$ cat config.mk
export PLATFORM = sky130hd
export DESIGN_NAME = shr_reporter
export DESIGN_NICKNAME = d
export VERILOG_FILES = /design/src/shr_pkg.sv /design/src/shr_hex_digit.sv /design/src/shr_reporter.sv
export VERILOG_INCLUDE_DIRS = /design/src /design/src/src
export SDC_FILE = /design/constraint.sdc
export NUM_CORES = 1
export LEC_CHECK = 0
export BUFFER_PORTS_ARGS = -buffer_cell sky130_fd_sc_hd__buf_4
export CAP_MARGIN = 20
export CORE_MARGIN = 8
export CORE_UTILIZATION = 35
export DETAILED_ROUTE_END_ITERATION = 12
export GPL_ROUTABILITY_DRIVEN = 0
export GPL_TIMING_DRIVEN = 0
export SLEW_MARGIN = 20
export SYNTH_ARGS = -nofsm -noshare
export SYNTH_HDL_FRONTEND = slang
export SYNTH_HIERARCHICAL = 1
export SYNTH_SLANG_ARGS = --single-unit
$ cat constraint.sdc
create_clock -name clk -period 2.3 [get_ports clk]
set_input_delay 0.23 -clock clk [delete_from_list [all_inputs] [get_ports clk]]
set_output_delay 0.23 -clock clk [all_outputs]
set_load 0.1 [all_outputs]
$ cat src/shr_regs.svh
/*
 * register layout, hardware bit positions and reply lengths for the
 * status and header reporter. assumes nothing beyond inclusion.
 */
`ifndef SHR_REGS_SVH
`define SHR_REGS_SVH
`define SHR_GLOB_STICKY_MASK 8'hF8
`define SHR_GLOB_LIVE_MASK 8'h07
`define SHR_HW_SUMMARY_BIT 55
`define SHR_HW_BATT_BIT 57
`define SHR_HW_VALID_MASK 64'h0203_8000_07FF_E7E0
`define SHR_CAL_VALID_MASK 8'h1F
`define SHR_SER_VALID_MASK 8'h0F
`define SHR_HDR_LEN 7
`define SHR_VAL_LEN 11
`define SHR_HEX_BYTE_LEN 2
`define SHR_HEX_WORD_LEN 16
`define SHR_TV_LEN 24
`endif

$ cat src/shr_pkg.sv
/*
 * types for the status and header reporter.
 * does not use shr_regs.svh; numeric constants are written here as literals.
 */
package shr_pkg;
	typedef enum logic [2:0] {
		SHR_CMD_GLOBAL = 3'h0,
		SHR_CMD_HW = 3'h1,
		SHR_CMD_CAL = 3'h2,
		SHR_CMD_SER = 3'h3,
		SHR_CMD_TV = 3'h4,
		SHR_CMD_VALUE = 3'h5
	} shr_cmd_e;
	typedef enum logic [3:0] {
		SHR_FN_AC = 4'h0, SHR_FN_DC = 4'h1, SHR_FN_REF = 4'h2, SHR_FN_ATT = 4'h3,
		SHR_FN_FRQ = 4'h4, SHR_FN_DCF = 4'h5, SHR_FN_Z = 4'h6, SHR_FN_SL = 4'h7,
		SHR_FN_SR = 4'h8, SHR_FN_CV1 = 4'h9, SHR_FN_CF1 = 4'hA, SHR_FN_CV2 = 4'hB,
		SHR_FN_CF2 = 4'hC
	} shr_func_e;
	typedef enum logic [2:0] {
		SHR_UN_V = 3'h0, SHR_UN_W = 3'h1, SHR_UN_DBU = 3'h2, SHR_UN_DBM = 3'h3,
		SHR_UN_DB = 3'h4, SHR_UN_HZ = 3'h5, SHR_UN_OHM = 3'h6
	} shr_unit_e;
	typedef enum logic [1:0] {
		SHR_ST_IDLE = 2'h0,
		SHR_ST_SEND = 2'h1
	} shr_state_e;
endpackage

$ cat src/shr_hex_digit.sv
/*
 * converts one nibble to an upper-case ascii hex digit.
 * purely combinational; caller registers the result.
 */
`timescale 1ns/10ps
module shr_hex_digit (
	input wire logic [3:0] nib,
	output logic [7:0] chr
);
	// digits 0-9 then A-F
	assign chr = (nib < 4'hA) ? (8'h30 + {4'h0, nib}) : (8'h37 + {4'h0, nib});
endmodule

$ cat src/shr_reporter.sv
/*
 * status and header reporter: builds alphaheader replies for output
 * queries and returns the error status registers as ascii hex, one
 * character per handshake. assumes a command parser upstream that
 * pulses cmd_valid with a decoded command and a serialiser downstream
 * that takes characters on chr_valid and chr_ready.
 */
// Function
// - output queries may carry a prefixed header
// - function field is three-character function code
// - unit field encodes the value unit
// - special id blank, overload or hardware error
// - fixed scale overrange gives H or L
// - scale limit value gives A or F
// - battery model gives 1 or x
// - four read commands return four error registers
// - each byte sent as two upper-case hex
// - global byte bit layout as listed
// - global bits 3-7 sticky, cleared by read
// - global bits 0-2 follow live condition
// - hardware word returned as sixteen hex characters
// - hardware bit 55 is OR of 0-54
// - battery bit 57 independent of summary
// - reserved hardware bits read zero
// - hardware bits placed at documented positions
// - tested value query returns value and tolerance
// - calibration byte bits 0-4, rest reserved
// - calibration bits change only on init or calibration
// - serial error byte bits 0-3, cleared by read
`timescale 1ns/10ps
`include "shr_regs.svh"
module shr_reporter #(
	parameter int TV_LEN = `SHR_TV_LEN
) (
	input wire logic clk,
	input wire logic rst_b,
	input wire logic cmd_valid,
	input wire shr_pkg::shr_cmd_e cmd_code,
	input wire shr_pkg::shr_func_e func_code,
	input wire shr_pkg::shr_unit_e unit_code,
	input wire logic header_en,
	input wire logic [8*`SHR_VAL_LEN-1:0] value_text,
	input wire logic overload,
	input wire logic value_beyond_right,
	input wire logic value_beyond_left,
	input wire logic scale_fixed,
	input wire logic battery_model,
	input wire logic on_battery,
	input wire logic [8*TV_LEN-1:0] tested_value_text,
	input wire logic probe_fault,
	input wire logic cal_checksum_fault,
	input wire logic serial_error_event,
	input wire logic zeroing_fault,
	input wire logic entry_range_fault,
	input wire logic offset_cal_fault,
	input wire logic cal_factor_fault,
	input wire logic [63:0] hw_fault_in,
	input wire logic cal_update,
	input wire logic [7:0] cal_result,
	input wire logic illegal_command_fault,
	input wire logic empty_recall_fault,
	input wire logic write_protect_fault,
	input wire logic unparsed_command_fault,
	output logic cmd_ready,
	output logic chr_valid,
	output logic [7:0] chr_data,
	output logic chr_last,
	input wire logic chr_ready,
	output logic [7:0] global_error_byte,
	output logic [63:0] hardware_error_word,
	output logic [7:0] calibration_checksum_errors,
	output logic [7:0] serial_error_byte
);
	import shr_pkg::*;
	localparam int BUF_LEN = `SHR_HDR_LEN + TV_LEN + `SHR_HEX_WORD_LEN;

	// ****************************************************************
	// error registers
	// ****************************************************************
	logic [4:0] glob_sticky;
	logic [7:0] cal_reg;
	logic [3:0] ser_reg;
	logic rd_global;
	logic rd_serial;
	logic [63:0] hw_masked;
	logic hw_summary;
	logic [4:0] glob_events;
	logic [3:0] ser_events;

	assign hw_masked = hw_fault_in & `SHR_HW_VALID_MASK;
	assign hw_summary = |hw_masked[54:0];
	// battery bit passes through unaffected by the summary
	assign hardware_error_word = {hw_masked[63:56], hw_summary, hw_masked[54:0]};
	assign glob_events = {cal_factor_fault, offset_cal_fault, entry_range_fault,
		zeroing_fault, serial_error_event};
	assign ser_events = {unparsed_command_fault, write_protect_fault, empty_recall_fault,
		illegal_command_fault};
	assign global_error_byte = {glob_sticky, cal_checksum_fault, hw_summary, probe_fault};
	assign calibration_checksum_errors = cal_reg;
	assign serial_error_byte = {4'h0, ser_reg};
	assign rd_global = cmd_valid && cmd_ready && cmd_code == SHR_CMD_GLOBAL;
	assign rd_serial = cmd_valid && cmd_ready && cmd_code == SHR_CMD_SER;

	always_ff @(posedge clk or negedge rst_b) begin
		if (!rst_b) begin
			glob_sticky <= 5'h00;
			ser_reg <= 4'h0;
			cal_reg <= 8'h00;
		end else begin
			// new events win over the clear-on-read
			glob_sticky <= (rd_global ? 5'h00 : glob_sticky) | glob_events;
			ser_reg <= (rd_serial ? 4'h0 : ser_reg) | ser_events;
			if (cal_update) begin
				cal_reg <= cal_result & `SHR_CAL_VALID_MASK;
			end
		end
	end

	// ****************************************************************
	// special identification and header
	// ****************************************************************
	logic [7:0] spec_id;
	logic [23:0] func_chars;
	logic [23:0] unit_chars;
	logic is_limit;

	assign is_limit = func_code == SHR_FN_SL || func_code == SHR_FN_SR;
	assign spec_id = is_limit ? (scale_fixed ? 8'h46 : 8'h41) :
		hw_summary ? 8'h45 :
		overload ? 8'h21 :
		(scale_fixed && value_beyond_right) ? 8'h48 :
		(scale_fixed && value_beyond_left) ? 8'h4C :
		battery_model ? (on_battery ? 8'h31 : 8'h78) :
		8'h20;

	always_comb begin
		case (func_code)
			SHR_FN_AC: func_chars = 24'h41432D;
			SHR_FN_DC: func_chars = 24'h44432D;
			SHR_FN_REF: func_chars = 24'h524546;
			SHR_FN_ATT: func_chars = 24'h415454;
			SHR_FN_FRQ: func_chars = 24'h465251;
			SHR_FN_DCF: func_chars = 24'h444346;
			SHR_FN_Z: func_chars = 24'h5A2020;
			SHR_FN_SL: func_chars = 24'h534C5F;
			SHR_FN_SR: func_chars = 24'h53525F;
			SHR_FN_CV1: func_chars = 24'h435631;
			SHR_FN_CF1: func_chars = 24'h434631;
			SHR_FN_CV2: func_chars = 24'h435632;
			SHR_FN_CF2: func_chars = 24'h434632;
			default: func_chars = 24'h3F3F3F;
		endcase
	end

	always_comb begin
		case (unit_code)
			SHR_UN_V: unit_chars = 24'h562020;
			SHR_UN_W: unit_chars = 24'h572020;
			SHR_UN_DBU: unit_chars = 24'h444255;
			SHR_UN_DBM: unit_chars = 24'h44424D;
			SHR_UN_DB: unit_chars = 24'h44422D;
			SHR_UN_HZ: unit_chars = 24'h485A5F;
			SHR_UN_OHM: unit_chars = 24'h4F484D;
			default: unit_chars = 24'h3F3F3F;
		endcase
	end

	// ****************************************************************
	// hex conversion
	// ****************************************************************
	logic [63:0] hex_src;
	logic [8*`SHR_HEX_WORD_LEN-1:0] hex_chars;

	assign hex_src = (cmd_code == SHR_CMD_HW) ? hardware_error_word :
		(cmd_code == SHR_CMD_CAL) ? {56'h0, calibration_checksum_errors} :
		(cmd_code == SHR_CMD_SER) ? {56'h0, serial_error_byte} :
		{56'h0, global_error_byte};

	genvar gi;
	generate
		for (gi = 0; gi < `SHR_HEX_WORD_LEN; gi++) begin : g_hex
			shr_hex_digit u_dig (
				.nib(hex_src[4*gi +: 4]),
				.chr(hex_chars[8*gi +: 8])
			);
		end
	endgenerate

	// ****************************************************************
	// reply sequencer, first character in the top byte
	// ****************************************************************
	shr_state_e state;
	logic [8*BUF_LEN-1:0] buf_q;
	logic [7:0] remain;
	logic [8*BUF_LEN-1:0] next_buf;
	logic [7:0] next_len;
	logic [8*`SHR_VAL_LEN-1:0] value_part;
	logic [8*BUF_LEN-1:0] value_reply;

	localparam int PAD = BUF_LEN - `SHR_HDR_LEN - `SHR_VAL_LEN;
	assign value_part = value_text;
	assign value_reply = header_en ?
		{func_chars, unit_chars, spec_id, value_part, {PAD{8'h20}}} :
		{value_part, {(BUF_LEN - `SHR_VAL_LEN){8'h20}}};

	always_comb begin
		next_buf = '0;
		next_len = 8'h00;
		case (cmd_code)
			SHR_CMD_HW: begin
				next_buf[8*BUF_LEN-1 -: 8*`SHR_HEX_WORD_LEN] = hex_chars;
				next_len = 8'(`SHR_HEX_WORD_LEN);
			end
			SHR_CMD_GLOBAL, SHR_CMD_CAL, SHR_CMD_SER: begin
				next_buf[8*BUF_LEN-1 -: 16] = hex_chars[15:0];
				next_len = 8'(`SHR_HEX_BYTE_LEN);
			end
			SHR_CMD_TV: begin
				next_buf[8*BUF_LEN-1 -: 8*TV_LEN] = tested_value_text;
				next_len = 8'(TV_LEN);
			end
			SHR_CMD_VALUE: begin
				next_buf = value_reply;
				next_len = header_en ? 8'(`SHR_HDR_LEN + `SHR_VAL_LEN) : 8'(`SHR_VAL_LEN);
			end
			default: begin
				next_buf = '0;
				next_len = 8'h00;
			end
		endcase
	end

	assign cmd_ready = state == SHR_ST_IDLE;
	assign chr_valid = state == SHR_ST_SEND;
	assign chr_data = buf_q[8*BUF_LEN-1 -: 8];
	assign chr_last = chr_valid && remain == 8'h01;

	always_ff @(posedge clk or negedge rst_b) begin
		if (!rst_b) begin
			state <= SHR_ST_IDLE;
			buf_q <= '0;
			remain <= 8'h00;
		end else begin
			case (state)
				SHR_ST_IDLE: begin
					if (cmd_valid && next_len != 8'h00) begin
						buf_q <= next_buf;
						remain <= next_len;
						state <= SHR_ST_SEND;
					end
				end
				SHR_ST_SEND: begin
					if (chr_ready) begin
						buf_q <= {buf_q[8*BUF_LEN-9:0], 8'h00};
						remain <= remain - 8'h01;
						if (remain == 8'h01) begin
							state <= SHR_ST_IDLE;
						end
					end
				end
				default: state <= SHR_ST_IDLE;
			endcase
		end
	end
endmodule
==> metrics.md <==
| Metric | Value |
|---|---|
| Proportion of layout cells with a drive suffix above 1 | between 20 and 30% |
| Final HPWL DP | 70.8 mm |
| Max reg flops | ~220 |
| Design Area, Final | about 0.024 mm² |
| DR DRC count | 0 |
| Routed vias | 19600 |
| Vias in the first global route | around 19000 |
| DR vias/cell | between 5 and 6 |
| Drt wl/cell | roughly 26 µm |
| Slowest CP cell | nor4_4 |
| Sequential cell area | ~0.0060 mm² |
| VDD IR-drop max | 0.505 mV |
| Initial DRC count | about 2600 |
| Reg clk slew, reported paths | 0.07 ns |
| Largest Register | buf_q |
| Global-route usage over all layers | a little under a third |
| Synthesized cell area | around 0.017 mm² |
| CP startpoint kind | input pin |
| Worst Path Max Fanout | 4 |
| Area post-placement | between 0.02 and 0.025 mm² |
| EDFF count, synth | 0 |
| Worst path required time | roughly 2.8 ns |
| Power density over the cells | between 600 and 700 mW/mm² |
| Net Sw Frac | 37.9% |
| Switching Power | between 5000 and 6000 µW |
| Final Slew Violations | 0 |
| Die height | approximately 230 µm |
| Achievable Freq | 0.392 GHz |
| Max_cap viols | 0 |
| Final Non-Filler Cells | between 3000 and 4000 |
| Largest net degree at the start of global routing | 96 |
| Number of fill cells | about 4700 |
| Area Growth Syn to Fin | 41.2% |
| Inst Count DP | 3231 |
| First-pass GRT wire length | about 130 mm |
| Layout Skew | roughly 0.021 ns |
| Endpoints failing setup | 12 |
| Fin crit period | ~2.5 ns |
| DR pass1 iterations | 11 |
| Fin Hold WS | -0.00555 ns |
| Max_slew headroom | 25.5% |
| Cts bufs inserted | 29 |
| Core Area | approximately 0.047 mm² |
| Post-synthesis sequential area ratio | between 30% and 40% |
| Root Buffer | clkbuf_16 |
| Distinct cells, synth | 74 |
| Synthesis Warnings | 6 |
| Worst setup EP type | flop |
| Commonest register cell after synthesis | dfrtp_1 |
| Cells after Synth | roughly 2000 |
| Post-DRT Antenna Nets | 0 |
| Sequential Power Share | between 30% and 40% |
| Comb pwr share | ~34% |
| Die area | between 0.05 and 0.06 mm² |
| Worst skew pair latency | around 0.59 ns |
| Largest regs | buf_q: 215 flops, remain: 8 flops |
| Clock Sinks | between 200 and 250 |
| Die Wd | 235 µm |
| Fin crit share | 111% |
| Ports | between 400 and 500 |
| Syn avg cell area | roughly 8.4 µm² |
| # H-tree levels | 1 |
| Final-report hold violation count | 1 |
| Hold Path Class | input pin to flop |
| # nets final | around 3100 |
| TritonCTS clock tree | yes |
| Crit path DAT | about 3.1 ns |
| Setup TNS | -2.10 ns |
| CP max stage delay | about 0.51 ns |
| Least-Margin Pin Slew | about 1.1 ns |
| Family with the most delay on the worst path | simple AND/OR/NAND/NOR gates |
| Remaining Overflow, GRT | 0 |
| Crit Path Category | input pin to flop |
| Final worst slack | -0.249 ns |
| Routed WL | just under 90 mm |
| Row cnt | 80 |
| Antenna violations before repair | 14 |
| CTS max path bufs | 3 |
| RSZ-0062 raised after global routing | yes |
| P_int | 9440 µW |
| Port Buffer Count | roughly 400 |
| Starting Density | 35.3% |
| CP Cell Sequence | buf_8 -> nor4_4 -> nand4_1 -> buf_6 -> nor2_4 -> clkinvlp_4 -> o2bb2ai_4 -> buf_4 -> nor2b_1 -> o21ai_1 -> a22oi_1 -> o22ai_1 -> nand2_1 -> nand3_1 |
| Leak | 0.0108 µW |
| Violated checks | hold timing, setup timing |
| WP buf/inv | 4 |
| Clk pwr share | 30.7% |
| Worst slack, placed | -1.68 ns |
| Post-synth ARST share | between 90% and 100% |
| Area of the multi-input gates | 0.0102 mm² |
| FF+latch count, synth | around 240 |
| Status | finished, violations left |
-- cells in the final DEF (no fill, tap or decap), types with 10 or more instances in the layout --
cell           count
buf_4            515
conb_1           248
dfrtp_1          224
a21oi_1          187
o21ai_1          178
nand2_1          118
a22oi_1          103
nor2_1            96
o21ai_0           82
clkbuf_1          74
dlygate4sd3_1     71
and3_1            65
o21a_1            57
nor2b_1           56
buf_2             50
inv_1             43
mux2i_1           40
a222oi_1          38
a211oi_1          34
a221o_1           32
clkbuf_16         29
ha_1              26
a31oi_1           24
o22ai_1           20
nand2_2           17
buf_6             16
a22o_1            16
xnor2_1           16
nand3_1           14
a21o_1            14
a221oi_1          14
nor3b_1           14
mux2_1            14
dfrtp_2           13
nand2b_1          11
o21ai_2           10
-- cells by family after synthesis --
| logic type | after synthesis | synth area share [%] |
|---|---|---|
| DFF | 238 | 35.6 |
| other | 17 | 0.381 |
| muxes | 64 | 4.00 |
| AOI/OAI and AO/OA | 868 | 33.1 |
| adders and majority gates | 28 | 2.09 |
| and+or+nand+nor | 440 | 13.5 |
| buffers and inverters | 316 | 10.3 |
| xor gates and xnor gates | 20 | 1.05 |
-- path summary, 6_finish.rpt --
check                              to  cells after the start  slack (ns)           start
min in group asynchronous  buf_q[101]                      2        0.19           rst_b
min                        buf_q[372]                      3      -0.006  value_text[84]
max reg2reg                buf_q[370]                     12       -0.07  glob_sticky[2]
min reg2reg                buf_q[228]                      2        0.49      buf_q[228]
max in group asynchronous  buf_q[268]                      3        1.23           rst_b
max                        buf_q[364]                     14       -0.25  hw_fault_in[6]
-- per-stage QoR --
step,total power [µW],util [%]
floorplan,8360,-
global placement,10100,45.2
detailed placement,10200,45.4
CTS,14900,49.3
global route,15700,49.8
finish,15200,49.9
-- cell usage after synthesis (all sizes together) (34+ instances only) --
library cell | count | share of area, %
mux2i | 41 | 2.4
nor2b | 59 | 2.2
buf | 189 | 7.5
a211oi | 34 | 1.5
o21ai | 274 | 8.2
clkbuf | 80 | 1.8
a222oi | 38 | 2.3
inv | 47 | 1.1
o21a | 57 | 2.6
a22oi | 109 | 4.9
nor2 | 100 | 2.3
dfrtp | 238 | 36
and3 | 67 | 2.5
a21oi | 196 | 5.9
nand2 | 136 | 3.3
-- per-layer routing --
metal,global-route usage [%],up-vias,part of all wire (%),wire (µm)
li1,-,8532,-,-
met1,36.7,9339,38,33400
met2,45.8,1356,42,37700
met3,12.4,327,13,11900
met4,16.4,12,6.6,5880
met5,0,-,0.089,79
-- power by group through the flow --
stage / combinational, µW / sequential, µW / clock [µW]
finish: 5110 / 5430 / 4670
global route: 5380 / 5480 / 4830
CTS: 4890 / 5390 / 4660
detailed placement: 4730 / 5450 / 0
global placement: 4660 / 5440 / 0
floorplan: 3030 / 5330 / 0
-- area by class of cell --
class,instances,area share [%]
inverter,47,0.777
tap,615,3.25
clock inverter,11,0.370
sequential,238,25.3
timing repair buffer,479,16.4
clock buffer,42,3.61
multi-input combinational,1668,43.3
buffer,268,6.98
antenna,6,0.0635
-- worst register-to-register path, cell delays in order, from the launching register on --
cell and delay (ns):
dfrtp_2 0.43, nor2b_1 0.13, a21oi_1 0.15, o21ai_2 0.12
buf_4 0.15, inv_1 0.05, ha_2 0.19, nand2_2 0.07
mux2_4 0.33, a22oi_1 0.23, o22ai_2 0.15, a21oi_2 0.16
o21ai_1 0.07
-- repair_timing --
item	4_1_cts	5_1_grt
setup buffers	7	8
setup endpoints to repair	31	55
pin swaps	13	15
hold buffers	70	1
hold endpoints to repair	114	1
resized for setup	41	59
Note: power is estimated with default switching activity, not from simulation.
